<file path="src/verilog/crc_fifo_consts.vh">
// Constants for the CRC data-input block: register map, field layout,
// reset values and FIFO sizes.
// Assumes inclusion by bare name from every design file that needs it.
`ifndef CRC_FIFO_CONSTS_VH
`define CRC_FIFO_CONSTS_VH

// ============================================================
// Bus geometry
`define ADDR_W 3
`define DATA_W 16

// ============================================================
// Register offsets (word addresses)
`define OFS_CONTROL 3'h0
`define OFS_WRITE_DATA 3'h1
`define OFS_INT_STATUS 3'h2
`define OFS_INT_CLEAR 3'h3
`define OFS_INT_ENABLE 3'h4

// ============================================================
// Control register field positions
`define POLY_LENGTH_LSB 0
`define POLY_LENGTH_MSB 3
`define GO_BIT 4
`define EMPTY_BIT 6
`define FULL_BIT 7
`define COUNT_LSB 8
`define COUNT_MSB 12

// ============================================================
// Interrupt event bits
`define EV_W 1
`define EV_DRAIN 0

// ============================================================
// FIFO sizing and reset values
`define POLY_LENGTH_W 4
`define COUNT_W 5
`define POLY_LENGTH_WIDE 4'h7
`define DEPTH_WIDE 5'h08
`define DEPTH_NARROW 5'h10
`define POLY_LENGTH_RST 4'h0
`define COUNT_ONE 5'h01
`define COUNT_ZERO 5'h00

`endif

</file>
<file path="src/verilog/crc_elem_fifo.v">
// Element store for the CRC input queue: array, write and read pointers.
// Assumes the owner keeps the word count and never pops when empty.
`timescale 1ns/1ps
module crc_elem_fifo #(
  parameter WIDTH = 16,
  parameter PTR_W = 4
) (
  // Clock and reset
  input wire clock,
  input wire rst_b,
  // Queue control
  input wire push,
  input wire [WIDTH-1:0] wdata,
  input wire pop,
  input wire flush,
  // Oldest element
  output wire [WIDTH-1:0] head
);

  // ============================================================
  // Storage
  reg [WIDTH-1:0] mem [0:(1<<PTR_W)-1]; // Element array
  reg [PTR_W-1:0] wr_ptr_r; // Next slot to fill
  reg [PTR_W-1:0] rd_ptr_r; // Oldest slot

  assign head = mem[rd_ptr_r];

  // Array write, no reset needed on data
  always @(posedge clock) begin
    if (push && !flush) begin
      mem[wr_ptr_r] <= wdata;
    end
  end

  // Pointer update; flush drops everything queued
  always @(posedge clock or negedge rst_b) begin
    if (!rst_b) begin
      wr_ptr_r <= {PTR_W{1'b0}};
      rd_ptr_r <= {PTR_W{1'b0}};
    end else if (flush) begin
      wr_ptr_r <= {PTR_W{1'b0}};
      rd_ptr_r <= {PTR_W{1'b0}};
    end else begin
      if (push) begin
        wr_ptr_r <= wr_ptr_r + 1'b1;
      end
      if (pop) begin
        rd_ptr_r <= rd_ptr_r + 1'b1;
      end
    end
  end

endmodule // crc_elem_fifo

</file>
<file path="src/verilog/crc_bit_shifter.v">
// Serial shifter: sends the head element MSb first, up to two bits a cycle.
// Assumes the head element stays put until elem_done has been seen.
`timescale 1ns/1ps
module crc_bit_shifter #(
  parameter WIDTH = 16,
  parameter IDX_W = 4
) (
  // Clock and reset
  input wire clock,
  input wire rst_b,
  // Control
  input wire run,
  input wire restart,
  input wire [IDX_W-1:0] msb_idx,
  input wire [WIDTH-1:0] head,
  // Element finished this cycle
  output wire elem_done,
  // Bits to the CRC engine
  output reg bits_valid_r,
  output reg [1:0] bits_r,
  output reg two_bits_r
);

  // ============================================================
  // Position tracking
  reg busy_r; // Mid-element
  reg [IDX_W-1:0] idx_r; // Next bit to send
  wire [IDX_W-1:0] cur; // Bit sent this cycle
  wire has_two; // A second bit remains

  assign cur = busy_r ? idx_r : msb_idx;
  assign has_two = (cur != {IDX_W{1'b0}});
  // Last one or two bits leave now
  assign elem_done = run && (cur <= {{(IDX_W-1){1'b0}}, 1'b1});

  // Shift step; pausing keeps idx_r so the element resumes in place
  always @(posedge clock or negedge rst_b) begin
    if (!rst_b) begin
      busy_r <= 1'b0;
      idx_r <= {IDX_W{1'b0}};
      bits_valid_r <= 1'b0;
      bits_r <= 2'h0;
      two_bits_r <= 1'b0;
    end else if (restart) begin
      busy_r <= 1'b0;
      bits_valid_r <= 1'b0;
    end else if (run) begin
      bits_valid_r <= 1'b1;
      bits_r <= {head[cur], has_two ? head[cur-1'b1] : 1'b0};
      two_bits_r <= has_two;
      busy_r <= !elem_done;
      idx_r <= cur - 2'h2;
    end else begin
      bits_valid_r <= 1'b0;
    end
  end

endmodule // crc_bit_shifter

</file>
<file path="src/verilog/crc_fifo_shift_interface.v">
// Data-input side of a CRC generator: register port, element queue,
// valid-word count, full and empty flags and the drain interrupt.
// Assumes one 200 MHz clock, software on the plain register port and a
// CRC engine that takes up to two bits a cycle and returns its result.
//
// Implementation choices: the placing of the registers and the strobed register port.
`timescale 1ns/1ps
`include "crc_fifo_consts.vh"

// How it works
// - Queue depth eight if poly_length above seven
// - Element holds poly_length+1 low bits
// - Element write into a non-full queue bumps count unless an element shifts out that cycle
// - Shift while go and count nonzero
// - Up to two bits per cycle per element
// - Full at depth, empty at zero
// - Write when full rolls count to zero
// - Interrupt on count one to zero
module crc_fifo_shift_interface #(
  parameter PTR_W = 4
) (
  // Clock and reset
  input wire CLOCK,
  input wire RST_B,
  // Register port
  input wire [`ADDR_W-1:0] ADDR,
  input wire [`DATA_W-1:0] WDATA,
  input wire WR,
  input wire RD,
  output reg [`DATA_W-1:0] RDATA,
  // CRC engine
  input wire [`DATA_W-1:0] CRC_RESULT,
  output wire SHIFT_VALID,
  output wire [1:0] SHIFT_BITS,
  output wire SHIFT_TWO,
  // Interrupt
  output reg IRQ
);

  // ============================================================
  // Reset release
  reg rst_meta_r; // First stage, read only by second
  reg rst_sync_r; // Synchronised active-low reset
  wire rst_b;

  // Assert at once, release after two edges
  always @(posedge CLOCK or negedge RST_B) begin
    if (!RST_B) begin
      rst_meta_r <= 1'b0;
      rst_sync_r <= 1'b0;
    end else begin
      rst_meta_r <= 1'b1;
      rst_sync_r <= rst_meta_r;
    end
  end

  assign rst_b = rst_sync_r;

  // ============================================================
  // Address decode
  wire sel_control; // Control register
  wire sel_data; // Write data / result
  wire sel_status; // Interrupt status
  wire sel_clear; // Interrupt clear
  wire sel_enable; // Interrupt enable

  assign sel_control = (ADDR == `OFS_CONTROL);
  assign sel_data = (ADDR == `OFS_WRITE_DATA);
  assign sel_status = (ADDR == `OFS_INT_STATUS);
  assign sel_clear = (ADDR == `OFS_INT_CLEAR);
  assign sel_enable = (ADDR == `OFS_INT_ENABLE);

  // ============================================================
  // Control state
  reg [`POLY_LENGTH_W-1:0] poly_length_r; // Element width minus one
  reg shift_go_r; // Shifter may run
  reg [`COUNT_W-1:0] valid_word_count_r; // Queued elements
  reg [`COUNT_W-1:0] valid_word_count_nxt;
  reg fifo_full_flag_r; // Count at depth
  reg fifo_empty_flag_r; // Count at zero
  reg [`EV_W-1:0] int_status_r; // Sticky events
  reg [`EV_W-1:0] int_status_nxt;
  reg [`EV_W-1:0] int_enable_r; // Event mask

  // Depth follows element width
  function [`COUNT_W-1:0] depth_of;
    input [`POLY_LENGTH_W-1:0] poly_length;
    begin
      if (poly_length > `POLY_LENGTH_WIDE) begin
        depth_of = `DEPTH_WIDE;
      end else begin
        depth_of = `DEPTH_NARROW;
      end
    end
  endfunction

  wire [`COUNT_W-1:0] depth; // Current queue depth
  wire data_wr; // Element written
  wire overflow; // Write into full queue
  wire push; // Element accepted
  wire run; // Shifter allowed this cycle
  wire elem_done; // Element fully shifted
  wire drain_event; // Count went one to zero
  wire [`DATA_W-1:0] head; // Oldest element

  assign depth = depth_of(poly_length_r);
  // Whole element arrives in one 16-bit write, so its MSb is always written
  assign data_wr = WR && sel_data;
  assign overflow = data_wr && fifo_full_flag_r;
  assign push = data_wr && !fifo_full_flag_r;
  assign run = shift_go_r && (valid_word_count_r != `COUNT_ZERO);

  // ============================================================
  // Control register writes
  always @(posedge CLOCK or negedge rst_b) begin
    if (!rst_b) begin
      poly_length_r <= `POLY_LENGTH_RST;
      shift_go_r <= 1'b0;
    end else if (WR && sel_control) begin
      poly_length_r <= WDATA[`POLY_LENGTH_MSB:`POLY_LENGTH_LSB];
      shift_go_r <= WDATA[`GO_BIT];
    end
  end

  // ============================================================
  // Valid-word count
  // Push and finished element in one cycle cancel out
  always @* begin
    valid_word_count_nxt = valid_word_count_r;
    if (overflow) begin
      // Roll over: queue looks empty, not a drain
      valid_word_count_nxt = `COUNT_ZERO;
    end else if (push && !elem_done) begin
      valid_word_count_nxt = valid_word_count_r + `COUNT_ONE;
    end else if (elem_done && !push) begin
      valid_word_count_nxt = valid_word_count_r - `COUNT_ONE;
    end
  end

  // Only a shift-out decrement can reach zero from one
  assign drain_event = elem_done && !push && !overflow &&
                       (valid_word_count_r == `COUNT_ONE);

  // Count and flags registered together so they always agree
  always @(posedge CLOCK or negedge rst_b) begin
    if (!rst_b) begin
      valid_word_count_r <= `COUNT_ZERO;
      fifo_full_flag_r <= 1'b0;
      fifo_empty_flag_r <= 1'b1;
    end else begin
      valid_word_count_r <= valid_word_count_nxt;
      fifo_full_flag_r <= (valid_word_count_nxt == depth);
      fifo_empty_flag_r <= (valid_word_count_nxt == `COUNT_ZERO);
    end
  end

  // ============================================================
  // Interrupt status, enable and output
  // A new event wins over a clear in the same cycle
  always @* begin
    int_status_nxt = int_status_r;
    if (WR && sel_clear) begin
      int_status_nxt = int_status_r & ~WDATA[`EV_W-1:0];
    end
    if (drain_event) begin
      int_status_nxt[`EV_DRAIN] = 1'b1;
    end
  end

  // Status, mask and the registered level interrupt
  always @(posedge CLOCK or negedge rst_b) begin
    if (!rst_b) begin
      int_status_r <= {`EV_W{1'b0}};
      int_enable_r <= {`EV_W{1'b0}};
      IRQ <= 1'b0;
    end else begin
      int_status_r <= int_status_nxt;
      if (WR && sel_enable) begin
        int_enable_r <= WDATA[`EV_W-1:0];
      end
      IRQ <= |(int_status_nxt & int_enable_r);
    end
  end

  // ============================================================
  // Read data, one cycle after the strobe and only then
  always @(posedge CLOCK or negedge rst_b) begin
    if (!rst_b) begin
      RDATA <= {`DATA_W{1'b0}};
    end else if (!RD) begin
      RDATA <= {`DATA_W{1'b0}};
    end else if (sel_control) begin
      RDATA <= {`DATA_W{1'b0}};
      RDATA[`POLY_LENGTH_MSB:`POLY_LENGTH_LSB] <= poly_length_r;
      RDATA[`GO_BIT] <= shift_go_r;
      RDATA[`EMPTY_BIT] <= fifo_empty_flag_r;
      RDATA[`FULL_BIT] <= fifo_full_flag_r;
      RDATA[`COUNT_MSB:`COUNT_LSB] <= valid_word_count_r;
    end else if (sel_data) begin
      // Engine result; meaningful once the queue has drained
      RDATA <= CRC_RESULT;
    end else if (sel_status) begin
      RDATA <= {{(`DATA_W-`EV_W){1'b0}}, int_status_r};
    end else if (sel_enable) begin
      RDATA <= {{(`DATA_W-`EV_W){1'b0}}, int_enable_r};
    end else begin
      // Unmapped and write-only offsets read as zero
      RDATA <= {`DATA_W{1'b0}};
    end
  end

  // ============================================================
  // Element queue
  // Always sixteen slots; the wider-element depth just stops the count earlier
  crc_elem_fifo #(
    .WIDTH(`DATA_W),
    .PTR_W(PTR_W)
  ) u_queue (
    .clock(CLOCK),
    .rst_b(rst_b),
    .push(push),
    .wdata(WDATA),
    .pop(elem_done),
    .flush(overflow),
    .head(head)
  );

  // ============================================================
  // Serial shifter
  // Upper bits above poly_length are never looked at
  crc_bit_shifter #(
    .WIDTH(`DATA_W),
    .IDX_W(`POLY_LENGTH_W)
  ) u_shift (
    .clock(CLOCK),
    .rst_b(rst_b),
    .run(run),
    .restart(overflow),
    .msb_idx(poly_length_r),
    .head(head),
    .elem_done(elem_done),
    .bits_valid_r(SHIFT_VALID),
    .bits_r(SHIFT_BITS),
    .two_bits_r(SHIFT_TWO)
  );

endmodule // crc_fifo_shift_interface

</file>
<file path="config.mk">
export PLATFORM = sky130hd
export DESIGN_NAME = crc_fifo_shift_interface
export DESIGN_NICKNAME = d
export VERILOG_FILES = /design/src/verilog/crc_elem_fifo.v /design/src/verilog/crc_bit_shifter.v /design/src/verilog/crc_fifo_shift_interface.v
export VERILOG_INCLUDE_DIRS = /design/src /design/src/verilog
export SDC_FILE = /design/constraint.sdc
export NUM_CORES = 1
export LEC_CHECK = 0
export CORE_MARGIN = 4
export CORE_UTILIZATION = 45
export CTS_CLUSTER_DIAMETER = 30
export CTS_CLUSTER_SIZE = 8
export DETAILED_ROUTE_END_ITERATION = 8
export DONT_BUFFER_PORTS = 1
export SLEW_MARGIN = 20
export SYNTH_ARGS = -nofsm -noshare
export SYNTH_HDL_FRONTEND = slang
export SYNTH_SLANG_ARGS = --single-unit
</file>
<file path="constraint.sdc">
create_clock -name CLOCK -period 2.2 [get_ports CLOCK]
set_clock_uncertainty 0.15 [all_clocks]
set_input_delay 0.33 -clock CLOCK [delete_from_list [all_inputs] [get_ports CLOCK]]
set_output_delay 0.33 -clock CLOCK [all_outputs]
set_load 0.05 [all_outputs]
</file>
## Yosys cells after proc, flatten, opt, wreduce, memory -nomap -nowiden

Memories as Yosys holds them, arrays and structs flattened.
Index checks and enable logic that the tools add are counted.

| storage, ports and cells | value |
|---|---|
| memories | 1 |
| bits in writable memories | 256 |
| output and inout bits | 21 |
| bits in registers | 50 |
| input bits | 39 |

Memories:

| memory | depth | width | rd ports | clocked after Yosys merged registers in | write ports | line | source |
|---|---|---|---|---|---|---|---|
| u_queue.mem | 16 | 16 | 1 | 0 | 1 | crc_elem_fifo.v:22 | `reg [WIDTH-1:0] mem [0:(1<<PTR_W)-1];` |

| operators by class | value |
|---|---|
| multiplexer cells | 27 |
| add/sub/neg operators | 6 |
| reductions and logical operators | 25 |
| equal/unequal tests | 6 |
| bitwise logic cells | 4 |
| $lt $le $gt $ge | 4 |

Operators by type and width:

| operator | number |
|---|---|
| two-way mux 16 bit | 3 |
| two-way mux 4 bit | 5 |
| two-way mux 5 bit | 4 |
| logical AND 1 bit | 13 |
| two-way mux 1 bit | 13 |
| < comparator 4 x 5 -> 1 bit, second input constant | 2 |
| adder 4 x 1 -> 4 bit, second input constant | 2 |
| binary-select mux 1 bit (select 4 bit) | 2 |
| equality test 3 x 2 -> 1 bit, second input constant | 2 |
| nonzero test 2 bit | 3 |
| adder 5 x 1 -> 5 bit, second input constant | 1 |
| equality test 5 x 1 -> 1 bit, second input constant | 1 |
| equality test 5 bit | 1 |
| logical NOT 5 bit | 1 |
| nonzero test 5 bit | 1 |
| subtractor 5 x 1 -> 5 bit, second input constant | 1 |
| > comparator 4 x 3 -> 1 bit, second input constant | 1 |
| <= comparator 4 x 1 -> 1 bit, second input constant | 1 |
| logical NOT 1 bit | 4 |
| nonzero test 4 bit | 1 |
| subtractor 4 x 1 -> 4 bit, second input constant | 1 |
| subtractor 4 x 2 -> 4 bit, second input constant | 1 |
| equality test 3 x 1 -> 1 bit, second input constant | 1 |
| equality test 3 bit, second input constant | 1 |
| 4 further kinds | 6 |

## Logic depth before layout (Yosys ltp)

| logic depth | value |
|---|---|
| depth in word-level cells | 9 |
| gate-level depth with buffers | 12 |
| mapped depth without buffers | 9 |

## Cells and area by module

A second synthesis with hierarchy kept.

| second synthesis, totals | value |
|---|---|
| cells, all modules | 673 |
| area, all modules | 12,495.7 µm² |

Modules (own cells, without submodules):

| module | times used | area an instance (µm²) | seq. area each (µm²) | cells an instance |
|---|---|---|---|---|
| crc_elem_fifo | 1 | 10,121.0 | 7,887.6 | 459 |
| crc_fifo_shift_interface | 1 | 1,510.2 | 827.0 | 131 |
| crc_bit_shifter | 1 | 864.6 | 225.2 | 83 |

## Least setup slack after synthesis

OpenSTA, ideal clock, no wires.

| path | value |
|---|---|
| path type | register to register |
| start | reg u_shift.busy_r |
| end | reg fifo_full_flag_r |
| required time | 1,939 ps |
| stages on the path, launching flop included | 13 |
| clock period less this slack | 3,347 ps |
| data arrival time | 3,086 ps |
| setup slack | -1,147 ps |
| buffers on the path | 3 |
| cells stage by stage | dfrtp_1 -> buf_6 -> mux2i_1 -> inv_2 -> buf_1 -> ha_1 -> o211a_4 -> and2_1 -> buf_4 -> o31ai_1 -> xor2_1 -> a211o_1 -> a2111oi_2 |

| between the ends | value |
|---|---|
| longest elaborated chain between the ends | 8 |
| elaborated cells on any way between the ends | 10 |
| classes of those cells | 1 x order compare; 1 x eq/ne; 4 x mux; 4 x reduce/logical |

Ends and longest elaborated chain:

| what | line | source |
|---|---|---|
| start: declaration | crc_bit_shifter.v:26 | `reg busy_r;` |
| start signal: assignment | crc_bit_shifter.v:51 | `busy_r <= !elem_done;` |
| two-way mux 4 bit * | crc_bit_shifter.v:31 | `assign cur = busy_r ? idx_r : msb_idx;` |
| via u_shift.cur[0] | crc_bit_shifter.v:28 | `wire [IDX_W-1:0] cur;` |
| <= comparator 4 x 1 -> 1 bit * | crc_bit_shifter.v:34 | `assign elem_done = run && (cur <= {{(IDX_W-1){1'b0}}, 1'b1});` |
| logical AND 1 bit * | crc_bit_shifter.v:34 |  |
| logical AND 1 bit / logical NOT 1 bit (equally long branches) | crc_fifo_shift_interface.v:135, crc_fifo_shift_interface.v:133 |  |
| two-way mux 5 bit / logical AND 1 bit (equally long branches) | crc_fifo_shift_interface.v:135, crc_fifo_shift_interface.v:133 |  |
| two-way mux 5 bit * | crc_fifo_shift_interface.v:133 | `end else if (push && !elem_done) begin` |
| two-way mux 5 bit * | crc_fifo_shift_interface.v:130 | `if (overflow) begin` |
| equality test 5 bit * | crc_fifo_shift_interface.v:152 | `fifo_full_flag_r <= (valid_word_count_nxt == depth);` |
| end signal: assignment | crc_fifo_shift_interface.v:152 |  |
| end: declaration | crc_fifo_shift_interface.v:79 | `reg fifo_full_flag_r;` |

The timed path passes the listed nets; every way through them passes the cells marked *.
A chain may end at the register's enable or synchronous reset.

## Worst setup path after layout

| path | value |
|---|---|
| start | reg u_queue.rd_ptr_r[1] |
| end | reg u_shift.bits_r[0] |

| between the ends | value |
|---|---|
| longest elaborated chain between the ends | 4 |

Ends and longest elaborated chain:

| what | line | source |
|---|---|---|
| start: declaration | crc_elem_fifo.v:24 | `reg [PTR_W-1:0] rd_ptr_r;` |
| start signal: assignment | crc_elem_fifo.v:39 | `rd_ptr_r <= {PTR_W{1'b0}};` |
| start signal: assignment | crc_elem_fifo.v:42 | `rd_ptr_r <= {PTR_W{1'b0}};` |
| start signal: assignment | crc_elem_fifo.v:48 | `rd_ptr_r <= rd_ptr_r + 1'b1;` |
| memory read (16 x 16 bit) | n/a |  |
| binary-select mux 1 bit (select 4 bit) | crc_bit_shifter.v:49 | `bits_r <= {head[cur], has_two ? head[cur-1'b1] : 1'b0};` |
| two-way mux 1 bit (implied by the code) | crc_bit_shifter.v:49 |  |
| two-way mux 1 bit | crc_bit_shifter.v:49 |  |
| end signal: assignment | crc_bit_shifter.v:49 |  |
| end: declaration | crc_bit_shifter.v:20 | `output reg [1:0] bits_r,` |

No other way between the ends. The select of a mux whose other input is x is not followed.

==> flow_summary.toml <==
[outcome]
outcome = "finished, violations left"
violations = "setup timing"

[placement]
gp_congestion = 0.893
dp_hpwl_mm = 21.3
io_buffers = 0
place_inst = 1266

[timing]
hold_ws_ns = 0.0689
rsz0062_at_grt = "true"
maxSlewHeadroom_pct = 49.5
final-setup-viol-count = 9
tns_ns = -2.69
timing.final.crit_share_pct = 127
hold_viol_final = 0
maxSlewViolCount = 0
fmax_mhz = 357
fin_ws_ns = -0.602
min_period_ns = 2.80
worstMarginPinSlew_ns = 0.755

[cells_and_area]
fin_util_pct = 63.0
seqCellArea_mm2 = 0.00895
fin_cells = 1430
nFillCells = 2002
syn_to_final_growth_pct = 36.9
drive_above_1_share_pct = 35.9
multiInputGateArea_mm2 = 0.00406
final_nets = 1058
diodes = 0

[yosys]
synth_compound_area_share_pct = 6.75
synth-edff-count = 256
synth-xor-area-share_pct = 0.612
synthCells = 778
synth_fa_ha_area_share_pct = 1.36
synthSimpleGateAreaFrac_pct = 5.78
ys_seq_area_share_pct = 69.4
syn-mean-instance-area_um2 = 16.6
ys.warnings.count = 0
synth_fp_nets = 831
synthFlopType = "edfxtp_1"
synth_top_family_by_area = "multiplexers"
ys_seq_elements = 306
syn-cell-area_mm2 = 0.0129
synth.mux.area_fraction_pct = 13.8
yosysUniqueCellTypes = 71
async_flop_share_pct = 16.3

[critical_path]
arrival_ns = 3.05
cp.required_ns = 2.45
critPathKind = "reg -> reg"
end_kind = "flip-flop"
critPathLaunchType = "flip-flop"
r2r_start = "u_queue.rd_ptr_r[1]"
cp_max_fo = 5
critPathLaunch = "u_queue.rd_ptr_r[1]"
r2r_cells = 9

[run]
drv_cap = 0

[die]
std_cell_rows = 61
start_util_pct = 46.0
io_pins = 60
core-area_mm2 = 0.0280
chipWidth_um = 177
dieArea_mm2 = 0.0314
die_y_um = 177

[route]
drc_errors = 0
drt_iter0_drc = 817
routedWlPerCell_um = 23.5
via_per_inst = 5.62
vias = 8034
firstDrtPassIters = 9
routed_wl_mm = 33.5
ant_nets = 0

[clocking]
cts.sinks = 306
clock_latency_ns = 0.53
htreeDepth = 3
cts-root-buf = "clkbuf_16"
clk_pin_slew_ns = 0.05
cts_tree = "built"
clockBufferDepth = 3
cts_buffers = 66

[grt]
grt_pass1_vias = 8556
global_route.peak_usage_layer = "met2"
grt.overflow.total = 0
grt_max_degree = 30
grt_pass1_wl_mm = 50.9
grt_use_met3_pct = 4.70
use_met2_pct = 35.3
track_usage_pct = 21.7
use_met1_pct = 29.3
antenna_found_initial = 0

[pwr]
pwr_density_cell_mw_per_mm2 = 1390
p_leak_uw = 0.00648
ir_drop_mv = 0.727

[worst_hold_path]
hold_class = "in -> reg"
hold_depth = 3
worstHoldStart = "WR"
cell type report:
type,instances,share of cell area (%)
Clock buffer,84,10.0
Clock inverter,31,1.94
Inverter,18,0.411
Multi-Input combinational cell,414,23.0
Sequential cell,306,50.7
Tap cell,378,2.68
Timing Repair Buffer,199,11.2
synth_stat cells (14+ instances only):
cell type / instances / area share (%)
a221oi_1: 23 / 1.6
a22o_1: 18 / 1.2
clkbuf_1: 17 / 0.50
dfrtp_1: 49 / 9.5
edfxtp_1: 256 / 60
ha_1: 14 / 1.4
inv_1: 15 / 0.44
mux2i_1: 73 / 5.7
mux4_2: 33 / 5.8
nand2_1: 36 / 1.0
nor2_1: 56 / 1.6
o21ai_0: 16 / 0.62
flip-flops by register name, summed over array words and instances, names as in the netlist, 2 cells and up:
| register | flops |
|---|---|
| u_queue.mem | 256 |
| RDATA | 16 |
| valid_word_count_r | 5 |
| poly_length_r | 4 |
| u_queue.rd_ptr_r | 4 |
| u_queue.wr_ptr_r | 4 |
| u_shift.idx_r | 4 |
| u_shift.bits_r | 2 |
worst max-delay path, stage by stage (launching register included):
cell	delay (ns)
dfrtp_4	0.53
buf_6	0.15
buf_6	0.12
mux4_2	0.31
nor2_4	0.13
a221oi_2	0.05
mux4_2	0.50
mux4_2	0.50
o221ai_2	0.17
a21oi_1	0.06
timing repair:
action / CTS / global route
endpoints found under the setup margin: 9 / 14
buffers inserted: 5 / 2
pin swaps: 10 / 8
endpoints found under the hold margin: 282 / 0
hold buffers: 43 / 0
resized for setup: 38 / 25
routing by layer:
metal / vias up / share of wire (%)
li1: 3564 / -
met2: 326 / 48
met4: 0 / 2.5
met5: - / 0
met3: 69 / 7.0
met1: 4075 / 42
report_power, final:
part / internal, µW / switching, µW
sequential: 6590 / 432
clock: 6340 / 2900
combinational: 4200 / 4090
placed cells by master, fill, tap and decap left out, types with 11 or more instances in the layout:
cell type and instances:
dlygate4sd3_1 43, clkbuf_1 14, mux2i_1 69, nor2_1 35
dfrtp_1 45, o21ai_0 11, ha_1 12, inv_1 13
mux2_2 11, nand2_1 33, buf_12 25, mux4_2 37
clkbuf_16 67, a221oi_1 18, a22o_1 18, buf_4 117
edfxtp_1 256, buf_6 13, and2_1 11, nor2_4 18
per-stage QoR:
stage          instance area (µm²)  worst slack [ns]  total power, µW
2_1_floorplan                13200            -0.629            11700
3_3_place_gp                 14800            -0.619            14400
3_5_place_dp                 14800            -0.633            14600
4_1_cts                      17500            -0.582            24500
5_1_grt                      17600            -0.687            25600
6_report                     17600            -0.602            24600
final timing paths:
path / slack, ns / end
worst max-delay path: -0.60 / u_shift.bits_r[0]
worst min-delay path: 0.07 / poly_length_r[0]
worst max register to register: -0.60 / u_shift.bits_r[0]
worst min register to register: 0.10 / poly_length_r[1]
max in group asynchronous: 1.17 / fifo_empty_flag_r
min in group asynchronous: 0.10 / poly_length_r[1]
cell families (layout without fill, tap and decap cells):
group,count (synthesis),count (layout)
flops,306,306
simple gates,155,155
mux,126,126
compound gates,109,109
buf+inv,58,332
fa+ha+maj,14,14
xor+xnor,9,9
other cells,1,1
Note: power is estimated with default switching activity, not from simulation.
